--- config.mk ---
export PLATFORM = sky130hd
export DESIGN_NAME = power_energy_monitor_datapath
export DESIGN_NICKNAME = d
export VERILOG_FILES = /design/src/verilog/hsm_pkg.sv /design/src/verilog/extreme_tracker.sv /design/src/verilog/timebase_gen.sv /design/src/verilog/power_energy_monitor_datapath.sv
export VERILOG_INCLUDE_DIRS = /design/src /design/src/verilog
export SDC_FILE = /design/constraint.sdc
export NUM_CORES = 2
export LEC_CHECK = 0
export BUFFER_PORTS_ARGS = -buffer_cell sky130_fd_sc_hd__buf_2
export CAP_MARGIN = 20
export CORE_MARGIN = 1
export CORE_UTILIZATION = 34
export CTS_CLUSTER_DIAMETER = 100
export DETAILED_ROUTE_END_ITERATION = 16
export SYNTH_ARGS = -nofsm -noshare
export SYNTH_HDL_FRONTEND = slang
export SYNTH_SLANG_ARGS = --single-unit
export TNS_END_PERCENT = 50
--- constraint.sdc ---
create_clock -name REF_CLK -period 17.73 [get_ports REF_CLK]
set_input_delay 1.773 -clock REF_CLK [delete_from_list [all_inputs] [get_ports REF_CLK]]
set_output_delay 1.773 -clock REF_CLK [all_outputs]
set_load 0.005 [all_outputs]
--- src/verilog/hsm_consts.svh ---
// Constants for the power and energy monitor datapath.
// Assumes inclusion by bare name from design files only.
`ifndef HSM_CONSTS_SVH
`define HSM_CONSTS_SVH

// Clock and timebase
`define REF_PERIOD_NS      20
`define TICK_NS            4000
`define INT_TICK_CYCLES    (`TICK_NS / `REF_PERIOD_NS)
`define EXT_IDLE_CYCLES    256
`define CUR_SAMPLE_NS      16000
`define CUR_SAMPLE_TICKS   (`CUR_SAMPLE_NS / `TICK_NS)
`define CONV12_NS          65535000
`define CONV16_NS          1048600000
`define CONV12_TICKS       (`CONV12_NS / `TICK_NS)
`define CONV16_TICKS       (`CONV16_NS / `TICK_NS)

// Register offsets
`define REG_SUPPLY_RANGE   8'h01
`define REG_ALERT_MASK     8'h03
`define REG_ALERT_LOG      8'h05
`define REG_THR_BASE       8'h08
`define REG_CLK_DIV        8'h10
`define REG_ADJUST         8'h11
`define REG_METER_CTL      8'h1D
`define REG_STATUS         8'h1F
`define REG_RESULT_BASE    8'h40
`define REG_ENERGY_BASE    8'h58
`define REG_COUNT_BASE     8'h5E

// Field positions
`define ADJ_RES16_BIT      0
`define ADJ_THIRD_GENERAL_INPUT_BIT      1
`define ADJ_VOUT_BIT       2
`define DIV_CHARGE_BIT     7
`define MCTL_RESET_BIT     6
`define MCTL_TICK_EN_BIT   0
`define MCTL_METER_EN_BIT  1

// Reset values
`define RST_BYTE           8'h00
`define RST_THR_MAX        8'hFF

`endif

--- src/verilog/hsm_pkg.sv ---
// Types shared by the monitor datapath files.
// Assumes constants come from the header.
package hsm_pkg;

	// Left-justified converter results
	typedef struct packed {
		logic [15:0] cur;
		logic [15:0] volt;
		logic [15:0] gpio;
	} meas_t;

	// Register port states
	typedef enum logic [6:0] {
		S_IDLE  = 7'b0000001,
		S_ADDR  = 7'b0000010,
		S_ACK_A = 7'b0000100,
		S_WR    = 7'b0001000,
		S_ACK_W = 7'b0010000,
		S_RD    = 7'b0100000,
		S_ACK_R = 7'b1000000
	} link_state_t;

endpackage : hsm_pkg

--- src/verilog/extreme_tracker.sv ---
// Running minimum and maximum of one word.
// Assumes update is a one-cycle strobe on the same clock.
`timescale 1ns/1ps
`default_nettype none

module extreme_tracker #(
	parameter int W = 16
) (
	// Clock and reset
	input  wire logic         clk,
	input  wire logic         rst,
	// New value
	input  wire logic         update,
	input  wire logic [W-1:0] value,
	// Stored extremes
	output logic      [W-1:0] min_val,
	output logic      [W-1:0] max_val
);

	if (W < 1) begin : g_chk
		$error("extreme_tracker: W must be positive");
	end

	// Replace an extreme the new value passes
	always_ff @(posedge clk) begin
		if (rst) begin
			min_val <= '1;
			max_val <= '0;
		end else if (update) begin
			if (value < min_val) min_val <= value;
			if (value > max_val) max_val <= value;
		end
	end

endmodule : extreme_tracker
`default_nettype wire

--- src/verilog/timebase_gen.sv ---
// Makes the 250 kHz tick from the internal or an external clock.
// Assumes ext_level is synchronised to clk.
`timescale 1ns/1ps
`default_nettype none
`include "hsm_consts.svh"

module timebase_gen (
	// Clock and reset
	input  wire logic       clk,
	input  wire logic       rst,
	// External timebase
	input  wire logic       ext_level,
	input  wire logic [4:0] div_code,
	// Tick out
	output logic            tick,
	output logic            ext_present
);

	logic        ext_prev;
	logic [8:0]  idle_cnt;
	logic [7:0]  int_cnt;
	logic [5:0]  ext_cnt;
	logic        ext_rise;

	assign ext_rise = ext_level & ~ext_prev;

	// Edge history and idle detection; a grounded input never toggles
	always_ff @(posedge clk) begin
		if (rst) begin
			ext_prev    <= 1'b0;
			idle_cnt    <= 9'(`EXT_IDLE_CYCLES);
			ext_present <= 1'b0;
		end else begin
			ext_prev <= ext_level;
			if (ext_rise) idle_cnt <= 9'h000;
			else if (idle_cnt != 9'(`EXT_IDLE_CYCLES)) idle_cnt <= idle_cnt + 9'h001;
			ext_present <= (idle_cnt != 9'(`EXT_IDLE_CYCLES));
		end
	end

	// Tick from internal or divided external clock
	always_ff @(posedge clk) begin
		if (rst) begin
			int_cnt <= 8'h00;
			ext_cnt <= 6'h00;
			tick    <= 1'b0;
		end else if (ext_present) begin
			int_cnt <= 8'h00;
			tick    <= 1'b0;
			if (ext_rise) begin
				if (div_code == 5'h00) begin
					tick <= 1'b1;
				end else if (ext_cnt >= {div_code, 1'b0} - 6'h01) begin
					ext_cnt <= 6'h00;
					tick    <= 1'b1;
				end else begin
					ext_cnt <= ext_cnt + 6'h01;
				end
			end
		end else begin
			ext_cnt <= 6'h00;
			if (int_cnt == 8'(`INT_TICK_CYCLES - 1)) begin
				int_cnt <= 8'h00;
				tick    <= 1'b1;
			end else begin
				int_cnt <= int_cnt + 8'h01;
				tick    <= 1'b0;
			end
		end
	end

endmodule : timebase_gen
`default_nettype wire

--- src/verilog/power_energy_monitor_datapath.sv ---
// Monitor datapath: timing, power, extremes, alarms, energy meter,
// and the register port.
// Assumes front end on REF_CLK; SCL, SDA, clock pin asynchronous.
//
// Overview of operation
// - Adjust bit 0 picks 12 or 16 bits
// - Adjust bit 2 picks input or output voltage
// - Adjust bit 1 picks second or third input
// - Full scale ranges set; supply range selectable
// - Lockstep converters; power equals current times voltage
// - Track min and max of every result
// - Threshold crossings set log, alert when masked
// - Add power into 48-bit energy accumulator
// - Current sampled every 16 microseconds
// - Optional alert on energy accumulator overflow
// - Divider bit 7 selects charge metering
// - 32-bit counter increments per accumulation
// - Counter alert at full scale before rollover
// - Software may preload accumulator and counter
// - 12-bit results left-justified in word
// - Conversion period 0.065535s or 1.0486s
// - Byte thresholds; falling trips one step higher
// - Grounded clock input selects internal oscillator
// - External clock divided by twice code, or undivided at code 0
// - Overflow flags clear only via meter reset
`timescale 1ns/1ps
`default_nettype none
`include "hsm_consts.svh"

module power_energy_monitor_datapath #(
	parameter logic [6:0] DEV_ADDR     = 7'h50,
	parameter int         CONV12_TICKS = `CONV12_TICKS,
	parameter int         CONV16_TICKS = `CONV16_TICKS
) (
	// Clock and reset
	input  wire logic        REF_CLK,
	input  wire logic        RST,
	// Timebase pins
	input  wire logic        EXT_CLK_IN,
	output logic             CRYSTAL_DRIVE,
	// Two-wire register port
	input  wire logic        SCL_IN,
	input  wire logic        SDA_IN,
	output logic             SDA_OUT,
	output logic             SDA_OE_N,
	// Alert pin, open drain
	output logic             ALERT_OUT,
	output logic             ALERT_OE_N,
	// Converter front end control
	output logic             CONV_START,
	output logic             CUR_SAMPLE,
	output logic             CONV_RES16,
	output logic [1:0]       VOLT_RANGE,
	// Converter front end results
	input  wire logic        ADC_READY,
	input  wire logic [15:0] ADC_CUR_CODE,
	input  wire logic [15:0] ADC_VIN_CODE,
	input  wire logic [15:0] ADC_VOUT_CODE,
	input  wire logic [15:0] ADC_SECOND_GENERAL_INPUT_CODE,
	input  wire logic [15:0] ADC_THIRD_GENERAL_INPUT_CODE
);

	if (CONV12_TICKS < 1 || CONV16_TICKS < 1 || CONV16_TICKS > 2**20 - 1) begin : g_chk
		$error("power_energy_monitor_datapath: conversion tick counts out of range");
	end

	// Synchronisers
	logic [1:0] ext_sync, scl_sync, sda_sync;
	logic       scl_prev, sda_prev;
	// Registers
	logic [7:0] supply_range, alert_mask, alert_log, clk_div, adjust, meter_ctl;
	logic [7:0] thr [8];
	logic       meter_ovf, tick_ovf, reset_prev;
	logic [47:0] energy;
	logic [31:0] conv_count;
	// Datapath
	hsm_pkg::meas_t meas;
	logic        meas_valid;
	logic [31:0] product;
	logic [15:0] power_word;
	logic [47:0] add_val;
	logic [48:0] acc_sum;
	logic [7:0]  next_log_set;
	logic [15:0] pmin, pmax, cmin, cmax, vmin, vmax, gmin, gmax;
	// Timing
	logic        tick, ext_present;
	logic [19:0] conv_cnt;
	logic [2:0]  samp_cnt;
	// Register port
	hsm_pkg::link_state_t state;
	logic [7:0]  shift, pointer, rd_byte;
	logic [3:0]  bit_cnt;
	logic        rw, first_byte, wr_en;
	logic [7:0]  wr_addr, wr_data;
	logic        scl_rise, scl_fall, start_c, stop_c;
	logic        meter_rst, acc_en;
	logic [7:0]  e_idx, c_idx;

	// Two flip-flops on every asynchronous pin
	always_ff @(posedge REF_CLK) begin
		if (RST) begin
			ext_sync <= 2'b00;
			scl_sync <= 2'b11;
			sda_sync <= 2'b11;
			scl_prev <= 1'b1;
			sda_prev <= 1'b1;
		end else begin
			ext_sync <= {ext_sync[0], EXT_CLK_IN};
			scl_sync <= {scl_sync[0], SCL_IN};
			sda_sync <= {sda_sync[0], SDA_IN};
			scl_prev <= scl_sync[1];
			sda_prev <= sda_sync[1];
		end
	end

	assign scl_rise = scl_sync[1] & ~scl_prev;
	assign scl_fall = ~scl_sync[1] & scl_prev;
	assign start_c  = scl_sync[1] & scl_prev & sda_prev & ~sda_sync[1];
	assign stop_c   = scl_sync[1] & scl_prev & ~sda_prev & sda_sync[1];

	// Timebase source and divider
	timebase_gen u_timebase (
		.clk         (REF_CLK),
		.rst         (RST),
		.ext_level   (ext_sync[1]),
		.div_code    (clk_div[4:0]),
		.tick        (tick),
		.ext_present (ext_present)
	);

	// Conversion and current sample strobes
	always_ff @(posedge REF_CLK) begin
		if (RST) begin
			conv_cnt   <= 20'h00000;
			samp_cnt   <= 3'h0;
			CONV_START <= 1'b0;
			CUR_SAMPLE <= 1'b0;
		end else begin
			CONV_START <= 1'b0;
			CUR_SAMPLE <= 1'b0;
			if (tick) begin
				if (samp_cnt == 3'(`CUR_SAMPLE_TICKS - 1)) begin
					samp_cnt   <= 3'h0;
					CUR_SAMPLE <= 1'b1;
				end else begin
					samp_cnt <= samp_cnt + 3'h1;
				end
				if (conv_cnt >= (adjust[`ADJ_RES16_BIT] ? 20'(CONV16_TICKS - 1)
						: 20'(CONV12_TICKS - 1))) begin
					conv_cnt   <= 20'h00000;
					CONV_START <= 1'b1;
				end else begin
					conv_cnt <= conv_cnt + 20'h00001;
				end
			end
		end
	end

	// Front end configuration and crystal drive
	always_ff @(posedge REF_CLK) begin
		if (RST) begin
			CONV_RES16    <= 1'b0;
			VOLT_RANGE    <= 2'b00;
			CRYSTAL_DRIVE <= 1'b0;
		end else begin
			CONV_RES16    <= adjust[`ADJ_RES16_BIT];
			VOLT_RANGE    <= supply_range[1:0];
			CRYSTAL_DRIVE <= ext_present & ~ext_sync[1];
		end
	end

	// Capture results, select channels, left-justify
	always_ff @(posedge REF_CLK) begin
		if (RST) begin
			meas       <= '0;
			meas_valid <= 1'b0;
		end else begin
			meas_valid <= ADC_READY;
			if (ADC_READY) begin
				if (adjust[`ADJ_RES16_BIT]) begin
					meas.cur  <= ADC_CUR_CODE;
					meas.volt <= adjust[`ADJ_VOUT_BIT] ? ADC_VOUT_CODE : ADC_VIN_CODE;
					meas.gpio <= adjust[`ADJ_THIRD_GENERAL_INPUT_BIT] ? ADC_THIRD_GENERAL_INPUT_CODE : ADC_SECOND_GENERAL_INPUT_CODE;
				end else begin
					meas.cur  <= {ADC_CUR_CODE[11:0], 4'h0};
					meas.volt <= adjust[`ADJ_VOUT_BIT] ? {ADC_VOUT_CODE[11:0], 4'h0}
						: {ADC_VIN_CODE[11:0], 4'h0};
					meas.gpio <= adjust[`ADJ_THIRD_GENERAL_INPUT_BIT] ? {ADC_THIRD_GENERAL_INPUT_CODE[11:0], 4'h0}
						: {ADC_SECOND_GENERAL_INPUT_CODE[11:0], 4'h0};
				end
			end
		end
	end

	// Power product and meter increment
	assign product    = meas.cur * meas.volt;
	assign power_word = product[31:16];
	assign add_val    = clk_div[`DIV_CHARGE_BIT] ? {32'h00000000, meas.cur}
		: {24'h000000, product[31:8]};
	assign acc_sum    = {1'b0, energy} + {1'b0, add_val};
	assign acc_en     = meas_valid & ~meter_rst;
	assign meter_rst  = meter_ctl[`MCTL_RESET_BIT];
	assign e_idx      = wr_addr - `REG_ENERGY_BASE;
	assign c_idx      = wr_addr - `REG_COUNT_BASE;

	// Alarm crossings; falling trips at top edge of code
	always_comb begin
		next_log_set    = 8'h00;
		next_log_set[7] = power_word[15:8] >= thr[0];
		next_log_set[6] = power_word[15:8] <= thr[1];
		next_log_set[5] = meas.cur[15:8] >= thr[2];
		next_log_set[4] = meas.cur[15:8] <= thr[3];
		next_log_set[3] = meas.volt[15:8] >= thr[4];
		next_log_set[2] = meas.volt[15:8] <= thr[5];
		next_log_set[1] = meas.gpio[15:8] >= thr[6];
		next_log_set[0] = meas.gpio[15:8] <= thr[7];
	end

	// Extremes of every result
	extreme_tracker #(.W(16)) u_pwr (.clk(REF_CLK), .rst(RST), .update(meas_valid),
		.value(power_word), .min_val(pmin), .max_val(pmax));
	extreme_tracker #(.W(16)) u_cur (.clk(REF_CLK), .rst(RST), .update(meas_valid),
		.value(meas.cur), .min_val(cmin), .max_val(cmax));
	extreme_tracker #(.W(16)) u_vlt (.clk(REF_CLK), .rst(RST), .update(meas_valid),
		.value(meas.volt), .min_val(vmin), .max_val(vmax));
	extreme_tracker #(.W(16)) u_gpi (.clk(REF_CLK), .rst(RST), .update(meas_valid),
		.value(meas.gpio), .min_val(gmin), .max_val(gmax));

	// Energy accumulator: reset hold, preload, wrap
	always_ff @(posedge REF_CLK) begin
		if (RST || meter_rst) begin
			energy <= 48'h000000000000;
		end else if (wr_en && wr_addr >= `REG_ENERGY_BASE && wr_addr < `REG_COUNT_BASE) begin
			energy[8*(5 - 32'(e_idx[2:0])) +: 8] <= wr_data;
		end else if (acc_en) begin
			energy <= acc_sum[47:0];
		end
	end

	// Counter: one count per accumulation
	always_ff @(posedge REF_CLK) begin
		if (RST || meter_rst) begin
			conv_count <= 32'h00000000;
		end else if (wr_en && wr_addr >= `REG_COUNT_BASE && c_idx < 8'h04) begin
			conv_count[8*(3 - 32'(c_idx[1:0])) +: 8] <= wr_data;
		end else if (acc_en) begin
			conv_count <= conv_count + 32'h00000001;
		end
	end

	// Overflow flags: set wins, cleared on release of meter reset
	always_ff @(posedge REF_CLK) begin
		if (RST) begin
			meter_ovf  <= 1'b0;
			tick_ovf   <= 1'b0;
			reset_prev <= 1'b0;
		end else begin
			reset_prev <= meter_rst;
			if (acc_en && acc_sum[48]) meter_ovf <= 1'b1;
			else if (reset_prev && !meter_rst) meter_ovf <= 1'b0;
			if (acc_en && conv_count >= 32'hFFFFFFFE) tick_ovf <= 1'b1;
			else if (reset_prev && !meter_rst) tick_ovf <= 1'b0;
		end
	end

	// Alert log: host writes, crossings set and win
	always_ff @(posedge REF_CLK) begin
		if (RST) begin
			alert_log <= `RST_BYTE;
		end else begin
			alert_log <= ((wr_en && wr_addr == `REG_ALERT_LOG) ? wr_data : alert_log)
				| (meas_valid ? next_log_set : 8'h00);
		end
	end

	// Alert pin pulls low while any enabled event is logged
	always_ff @(posedge REF_CLK) begin
		if (RST) begin
			ALERT_OUT  <= 1'b0;
			ALERT_OE_N <= 1'b1;
		end else begin
			ALERT_OUT  <= 1'b0;
			ALERT_OE_N <= ~(|(alert_log & alert_mask)
				| (meter_ovf & meter_ctl[`MCTL_METER_EN_BIT])
				| (tick_ovf & meter_ctl[`MCTL_TICK_EN_BIT]));
		end
	end

	// Host configuration registers
	always_ff @(posedge REF_CLK) begin
		if (RST) begin
			supply_range <= `RST_BYTE;
			alert_mask   <= `RST_BYTE;
			clk_div      <= `RST_BYTE;
			adjust       <= `RST_BYTE;
			meter_ctl    <= `RST_BYTE;
			for (int i = 0; i < 8; i++) thr[i] <= i[0] ? `RST_BYTE : `RST_THR_MAX;
		end else if (wr_en) begin
			case (wr_addr)
				`REG_SUPPLY_RANGE: supply_range <= wr_data;
				`REG_ALERT_MASK:   alert_mask   <= wr_data;
				`REG_CLK_DIV:      clk_div      <= wr_data;
				`REG_ADJUST:       adjust       <= wr_data;
				`REG_METER_CTL:    meter_ctl    <= wr_data;
				default: begin
					if (wr_addr[7:3] == 5'(`REG_THR_BASE >> 3)) thr[wr_addr[2:0]] <= wr_data;
				end
			endcase
		end
	end

	// Read data at the pointer
	always_comb begin
		rd_byte = 8'h00;
		case (pointer)
			`REG_SUPPLY_RANGE: rd_byte = supply_range;
			`REG_ALERT_MASK:   rd_byte = alert_mask;
			`REG_ALERT_LOG:    rd_byte = alert_log;
			`REG_CLK_DIV:      rd_byte = clk_div;
			`REG_ADJUST:       rd_byte = adjust;
			`REG_METER_CTL:    rd_byte = meter_ctl;
			`REG_STATUS:       rd_byte = {6'h00, meter_ovf, tick_ovf};
			default: begin
				if (pointer[7:3] == 5'(`REG_THR_BASE >> 3)) rd_byte = thr[pointer[2:0]];
				else if (pointer >= `REG_RESULT_BASE && pointer < `REG_ENERGY_BASE)
					rd_byte = result_byte(pointer - `REG_RESULT_BASE);
				else if (pointer >= `REG_ENERGY_BASE && pointer < `REG_COUNT_BASE)
					rd_byte = energy[8*(5 - 32'(pointer - `REG_ENERGY_BASE)) +: 8];
				else if (pointer >= `REG_COUNT_BASE && pointer < `REG_COUNT_BASE + 8'h04)
					rd_byte = conv_count[8*(3 - 32'(pointer - `REG_COUNT_BASE)) +: 8];
			end
		endcase
	end

	// Result, max, min words, high byte first
	function automatic logic [7:0] result_byte(input logic [7:0] idx);
		logic [16*12-1:0] words;
		words = {power_word, pmax, pmin, meas.cur, cmax, cmin,
			meas.volt, vmax, vmin, meas.gpio, gmax, gmin};
		result_byte = words[16*12 - 8 - 8*32'(idx[4:0]) +: 8];
	endfunction : result_byte

	// Two-wire slave: address, pointer, data
	always_ff @(posedge REF_CLK) begin
		if (RST) begin
			state      <= hsm_pkg::S_IDLE;
			shift      <= 8'h00;
			pointer    <= 8'h00;
			bit_cnt    <= 4'h0;
			rw         <= 1'b0;
			first_byte <= 1'b0;
			wr_en      <= 1'b0;
			wr_addr    <= 8'h00;
			wr_data    <= 8'h00;
			SDA_OUT    <= 1'b0;
			SDA_OE_N   <= 1'b1;
		end else begin
			wr_en <= 1'b0;
			if (start_c) begin
				state    <= hsm_pkg::S_ADDR;
				bit_cnt  <= 4'h0;
				SDA_OE_N <= 1'b1;
			end else if (stop_c) begin
				state    <= hsm_pkg::S_IDLE;
				SDA_OE_N <= 1'b1;
			end else begin
				case (state)
					hsm_pkg::S_IDLE: ;
					hsm_pkg::S_ADDR, hsm_pkg::S_WR: begin
						if (scl_rise) begin
							shift   <= {shift[6:0], sda_sync[1]};
							bit_cnt <= bit_cnt + 4'h1;
						end else if (scl_fall && bit_cnt == 4'h8) begin
							bit_cnt <= 4'h0;
							if (state == hsm_pkg::S_ADDR) begin
								if (shift[7:1] == DEV_ADDR) begin
									rw       <= shift[0];
									SDA_OE_N <= 1'b0;
									state    <= hsm_pkg::S_ACK_A;
								end else begin
									state <= hsm_pkg::S_IDLE;
								end
							end else begin
								SDA_OE_N <= 1'b0;
								state    <= hsm_pkg::S_ACK_W;
								if (first_byte) begin
									pointer <= shift;
								end else begin
									wr_en   <= 1'b1;
									wr_addr <= pointer;
									wr_data <= shift;
									pointer <= pointer + 8'h01;
								end
								first_byte <= 1'b0;
							end
						end
					end
					hsm_pkg::S_ACK_A: begin
						if (scl_fall) begin
							if (rw) begin
								shift    <= {rd_byte[6:0], 1'b0};
								SDA_OE_N <= rd_byte[7];
								pointer  <= pointer + 8'h01;
								state    <= hsm_pkg::S_RD;
							end else begin
								SDA_OE_N   <= 1'b1;
								first_byte <= 1'b1;
								state      <= hsm_pkg::S_WR;
							end
						end
					end
					hsm_pkg::S_ACK_W: begin
						if (scl_fall) begin
							SDA_OE_N <= 1'b1;
							state    <= hsm_pkg::S_WR;
						end
					end
					hsm_pkg::S_RD: begin
						if (scl_rise) begin
							bit_cnt <= bit_cnt + 4'h1;
						end else if (scl_fall) begin
							if (bit_cnt == 4'h8) begin
								bit_cnt  <= 4'h0;
								SDA_OE_N <= 1'b1;
								state    <= hsm_pkg::S_ACK_R;
							end else begin
								SDA_OE_N <= shift[7];
								shift    <= {shift[6:0], 1'b0};
							end
						end
					end
					hsm_pkg::S_ACK_R: begin
						if (scl_rise && sda_sync[1]) begin
							state <= hsm_pkg::S_IDLE;
						end else if (scl_fall) begin
							shift    <= {rd_byte[6:0], 1'b0};
							SDA_OE_N <= rd_byte[7];
							pointer  <= pointer + 8'h01;
							state    <= hsm_pkg::S_RD;
						end
					end
					default: state <= hsm_pkg::S_IDLE;
				endcase
			end
		end
	end

endmodule : power_energy_monitor_datapath
`default_nettype wire

==> metrics.txt <==
top cell type by total area after synthesis=dfxtp_1; layout filler cell count=11894; # hold bufs at CTS=0; final setup margin=8.099 ns; Die Ht=344.8 um; initial antenna violation count=3; Post-Synth Simple-Gate Area=18.44%; Hold WC Path Type=reg2reg; outcome=complete, no violations; CP peak stage delay=1.05 ns; WL/cell=20.28 um; Setup Fix Bufs, Post-CTS=0; Max Fclk=103.8 MHz; Total GRT Usage=20.75%; gr ovfl total=0; Setup WS pre-CTS=8.306 ns; clk_skew=0.02506 ns; IO Count=96; sequential area share after synthesis=25.95%; clk_lat worst skew=0.64 ns; commonest non-fill, non-tap cell in the layout=inv_1; critical path's slowest cell=dfxtp_1; Num CTS Buffers=54; fin nets=5266; H-tree depth=2; Area contributors post-synth=dfxtp_1 (21%), ha_1 (12%), fa_1 (9.8%); Slew HR=22.92%; Crit Path Category=reg2reg; drt drc=0; design area=0.04367 sq mm; largest family of logic cells by synthesized area=adder cells; CP Data Arrival Time=10.19 ns; synth unique cells=103; Worst Max-Slew Pin Slew=1.155 ns; WL final=125500 um; share of the cycle needed by the critical path after routing=54.32%; CP dominant cell by count=fa_1; Synth Area in Compound Gates=14.18%; Max FO, Critical Path=23; global-route wire length before repair=192800 um; clk buf depth=3; min Tclk post-route=9.631 ns; DR vias/cell=5.473; #FFs+latches synth=486; total negative setup slack=0 ns; area share of the largest cell type after synthesis=21.14%; clk root buf=clkbuf_16; Power Dens Cells=68.01 mW/mm^2; FF+latch area=0.01038 sq mm; via count=33853; Routed Antenna Nets=0; 1st-iter DRT viols=2954; fraction of registers with async set or reset after synthesis=0%; initial core utilization=34.34%; adder-cell share of the synthesized area=21.29%; Mean Syn Cell Area=8.568 sq um; Diodes inserted=0; final count of hold timing violations=0; PostCTS Resize Cnt=0; area post-placement=0.04182 sq mm; multi-input logic area=0.02665 sq mm; multiplexer area fraction after synthesis=10.56%; Most used DFF post-synth=dfxtp_1; Reg clk slew, reported paths=0.06 ns; vias in the first global route=32141; Max Cap Violations=0; Die W=344.8 um; RSZ-0062 raised after global routing=no; share of cells above drive strength 1=8.153%; crit end category=flop; most frequent cells in the layout=inv_1 (496), nand2_1 (464), nor2_1 (423), dfxtp_1 (419), ha_1 (368); count of input and output buffers=93; Critical Path Start Type=flop; Core Box Area=0.1164 sq mm; CTS tree=yes; dpl hpwl=90620 um; leak pwr=0.01933 uW; Synth Area in XOR/XNOR=2.167%; EDFF count, synth=64; post-synthesis cell count=4664; Pre-Repair DR Iteration Count=8; final setup fails=0; Final Max Slew Viols=0; clock sink count=486; VDD IR max=0.06631 mV; RePlAce Congestion=0.9295; synthesized area=0.03996 sq mm; Synth Warn #=0; largest net degree at the start of global routing=117; row count=125; die area=0.1189 sq mm; P&R area growth vs syn=9.267%; Worst Path Required=18.29 ns
-- Yosys cell counts, types with 52 or more instances --
cell / n
inv_1: 497
nand2_1: 464
nor2_1: 424
dfxtp_1: 422
ha_1: 368
mux2i_1: 254
a21oi_1: 231
o21ai_0: 206
clkbuf_1: 202
fa_1: 195
and2_1: 164
nand3_1: 95
mux4_2: 71
nor2b_1: 67
edfxtp_1: 64
nand2b_1: 64
a21o_1: 60
xnor2_1: 60
and3_1: 53
nor3_1: 52
-- worst paths after layout --
check                         startpoint                       to  slack, ns  cells after the start
hold reg to reg   sda_sync[0]$_SDFF_PP1_   sda_sync[1]$_SDFF_PP1_       0.44                      1
hold / removal    sda_sync[0]$_SDFF_PP1_   sda_sync[1]$_SDFF_PP1_       0.44                      1
setup reg to reg   meas[39]$_SDFFE_PP0P_  energy[40]$_SDFFE_PP0P_       8.10                     28
setup / recovery   meas[39]$_SDFFE_PP0P_  energy[40]$_SDFFE_PP0P_       8.10                     28
-- critical path: cells and delay by family, from the launching register on --
kind | cells | cell delay (ns)
fa+ha+maj | 8 | 3.60
compound gates | 10 | 2.73
simple gates | 5 | 1.27
flops | 1 | 1.05
xor+xnor | 1 | 0.66
buf+inv | 4 | 0.23
-- kinds of logic (layout without fill, tap and decap cells) --
group	after synthesis	in the layout
AND/OR/NAND/NOR	1536	1536
AO/OA/AOI/OAI	881	881
multiplexers	332	332
buffers and inverters	767	763
flip-flops	486	486
other	1	2
adder cells (fa/ha/maj)	563	563
XOR/XNOR	98	98
-- registers in the layout, summed over array words and instances (netlist names), 9 cells and up, named ones only --
signal and flops:
conv_cnt 20, conv_count 32, energy 48, meas 48, thr 64, u_cur.max_val 16
u_cur.min_val 16, u_gpi.max_val 16, u_gpi.min_val 16, u_pwr.max_val 16, u_pwr.min_val 16, u_timebase.idle_cnt 9
u_vlt.max_val 16, u_vlt.min_val 16
-- metal layers --
metal	track usage (%)	wire length [um]	vias up	part of all wire, %
li1	-	-	15910	-
met1	29.12	56610	16525	45
met2	32.82	56200	1182	45
met3	2.765	8581	236	6.8
met4	6.617	4070	0	3.2
met5	0	0	-	0
-- power breakdown --
| part | switching [uW] | internal (uW) | total, uW |
|---|---|---|---|
| logic | 345 | 221 | 566 |
| clock network | 498 | 699 | 1200 |
| registers | 45.8 | 1160 | 1210 |
-- final cells by class --
class / instances / area share [%]
Timing Repair Buffer: 163 / 2.335
Tap cell: 1524 / 4.367
Multi-Input combinational cell: 3412 / 61.03
Sequential cell: 486 / 23.77
Clock buffer: 82 / 3.610
Inverter: 500 / 4.298
Clock inverter: 18 / 0.5960
-- stage by stage --
stage	hold WS (ns)	power (uW)	util (%)	instances
final	0.4400	2970	37.53	6185
after global routing	0.4531	3099	37.53	6185
after CTS	0.4394	2981	37.51	6184
after detailed placement	0.4061	1788	35.94	6084
after global placement	0.4232	1780	35.94	6084
after floorplan	0.3895	1613	-	4665
Power figures use the tool's default switching activity.
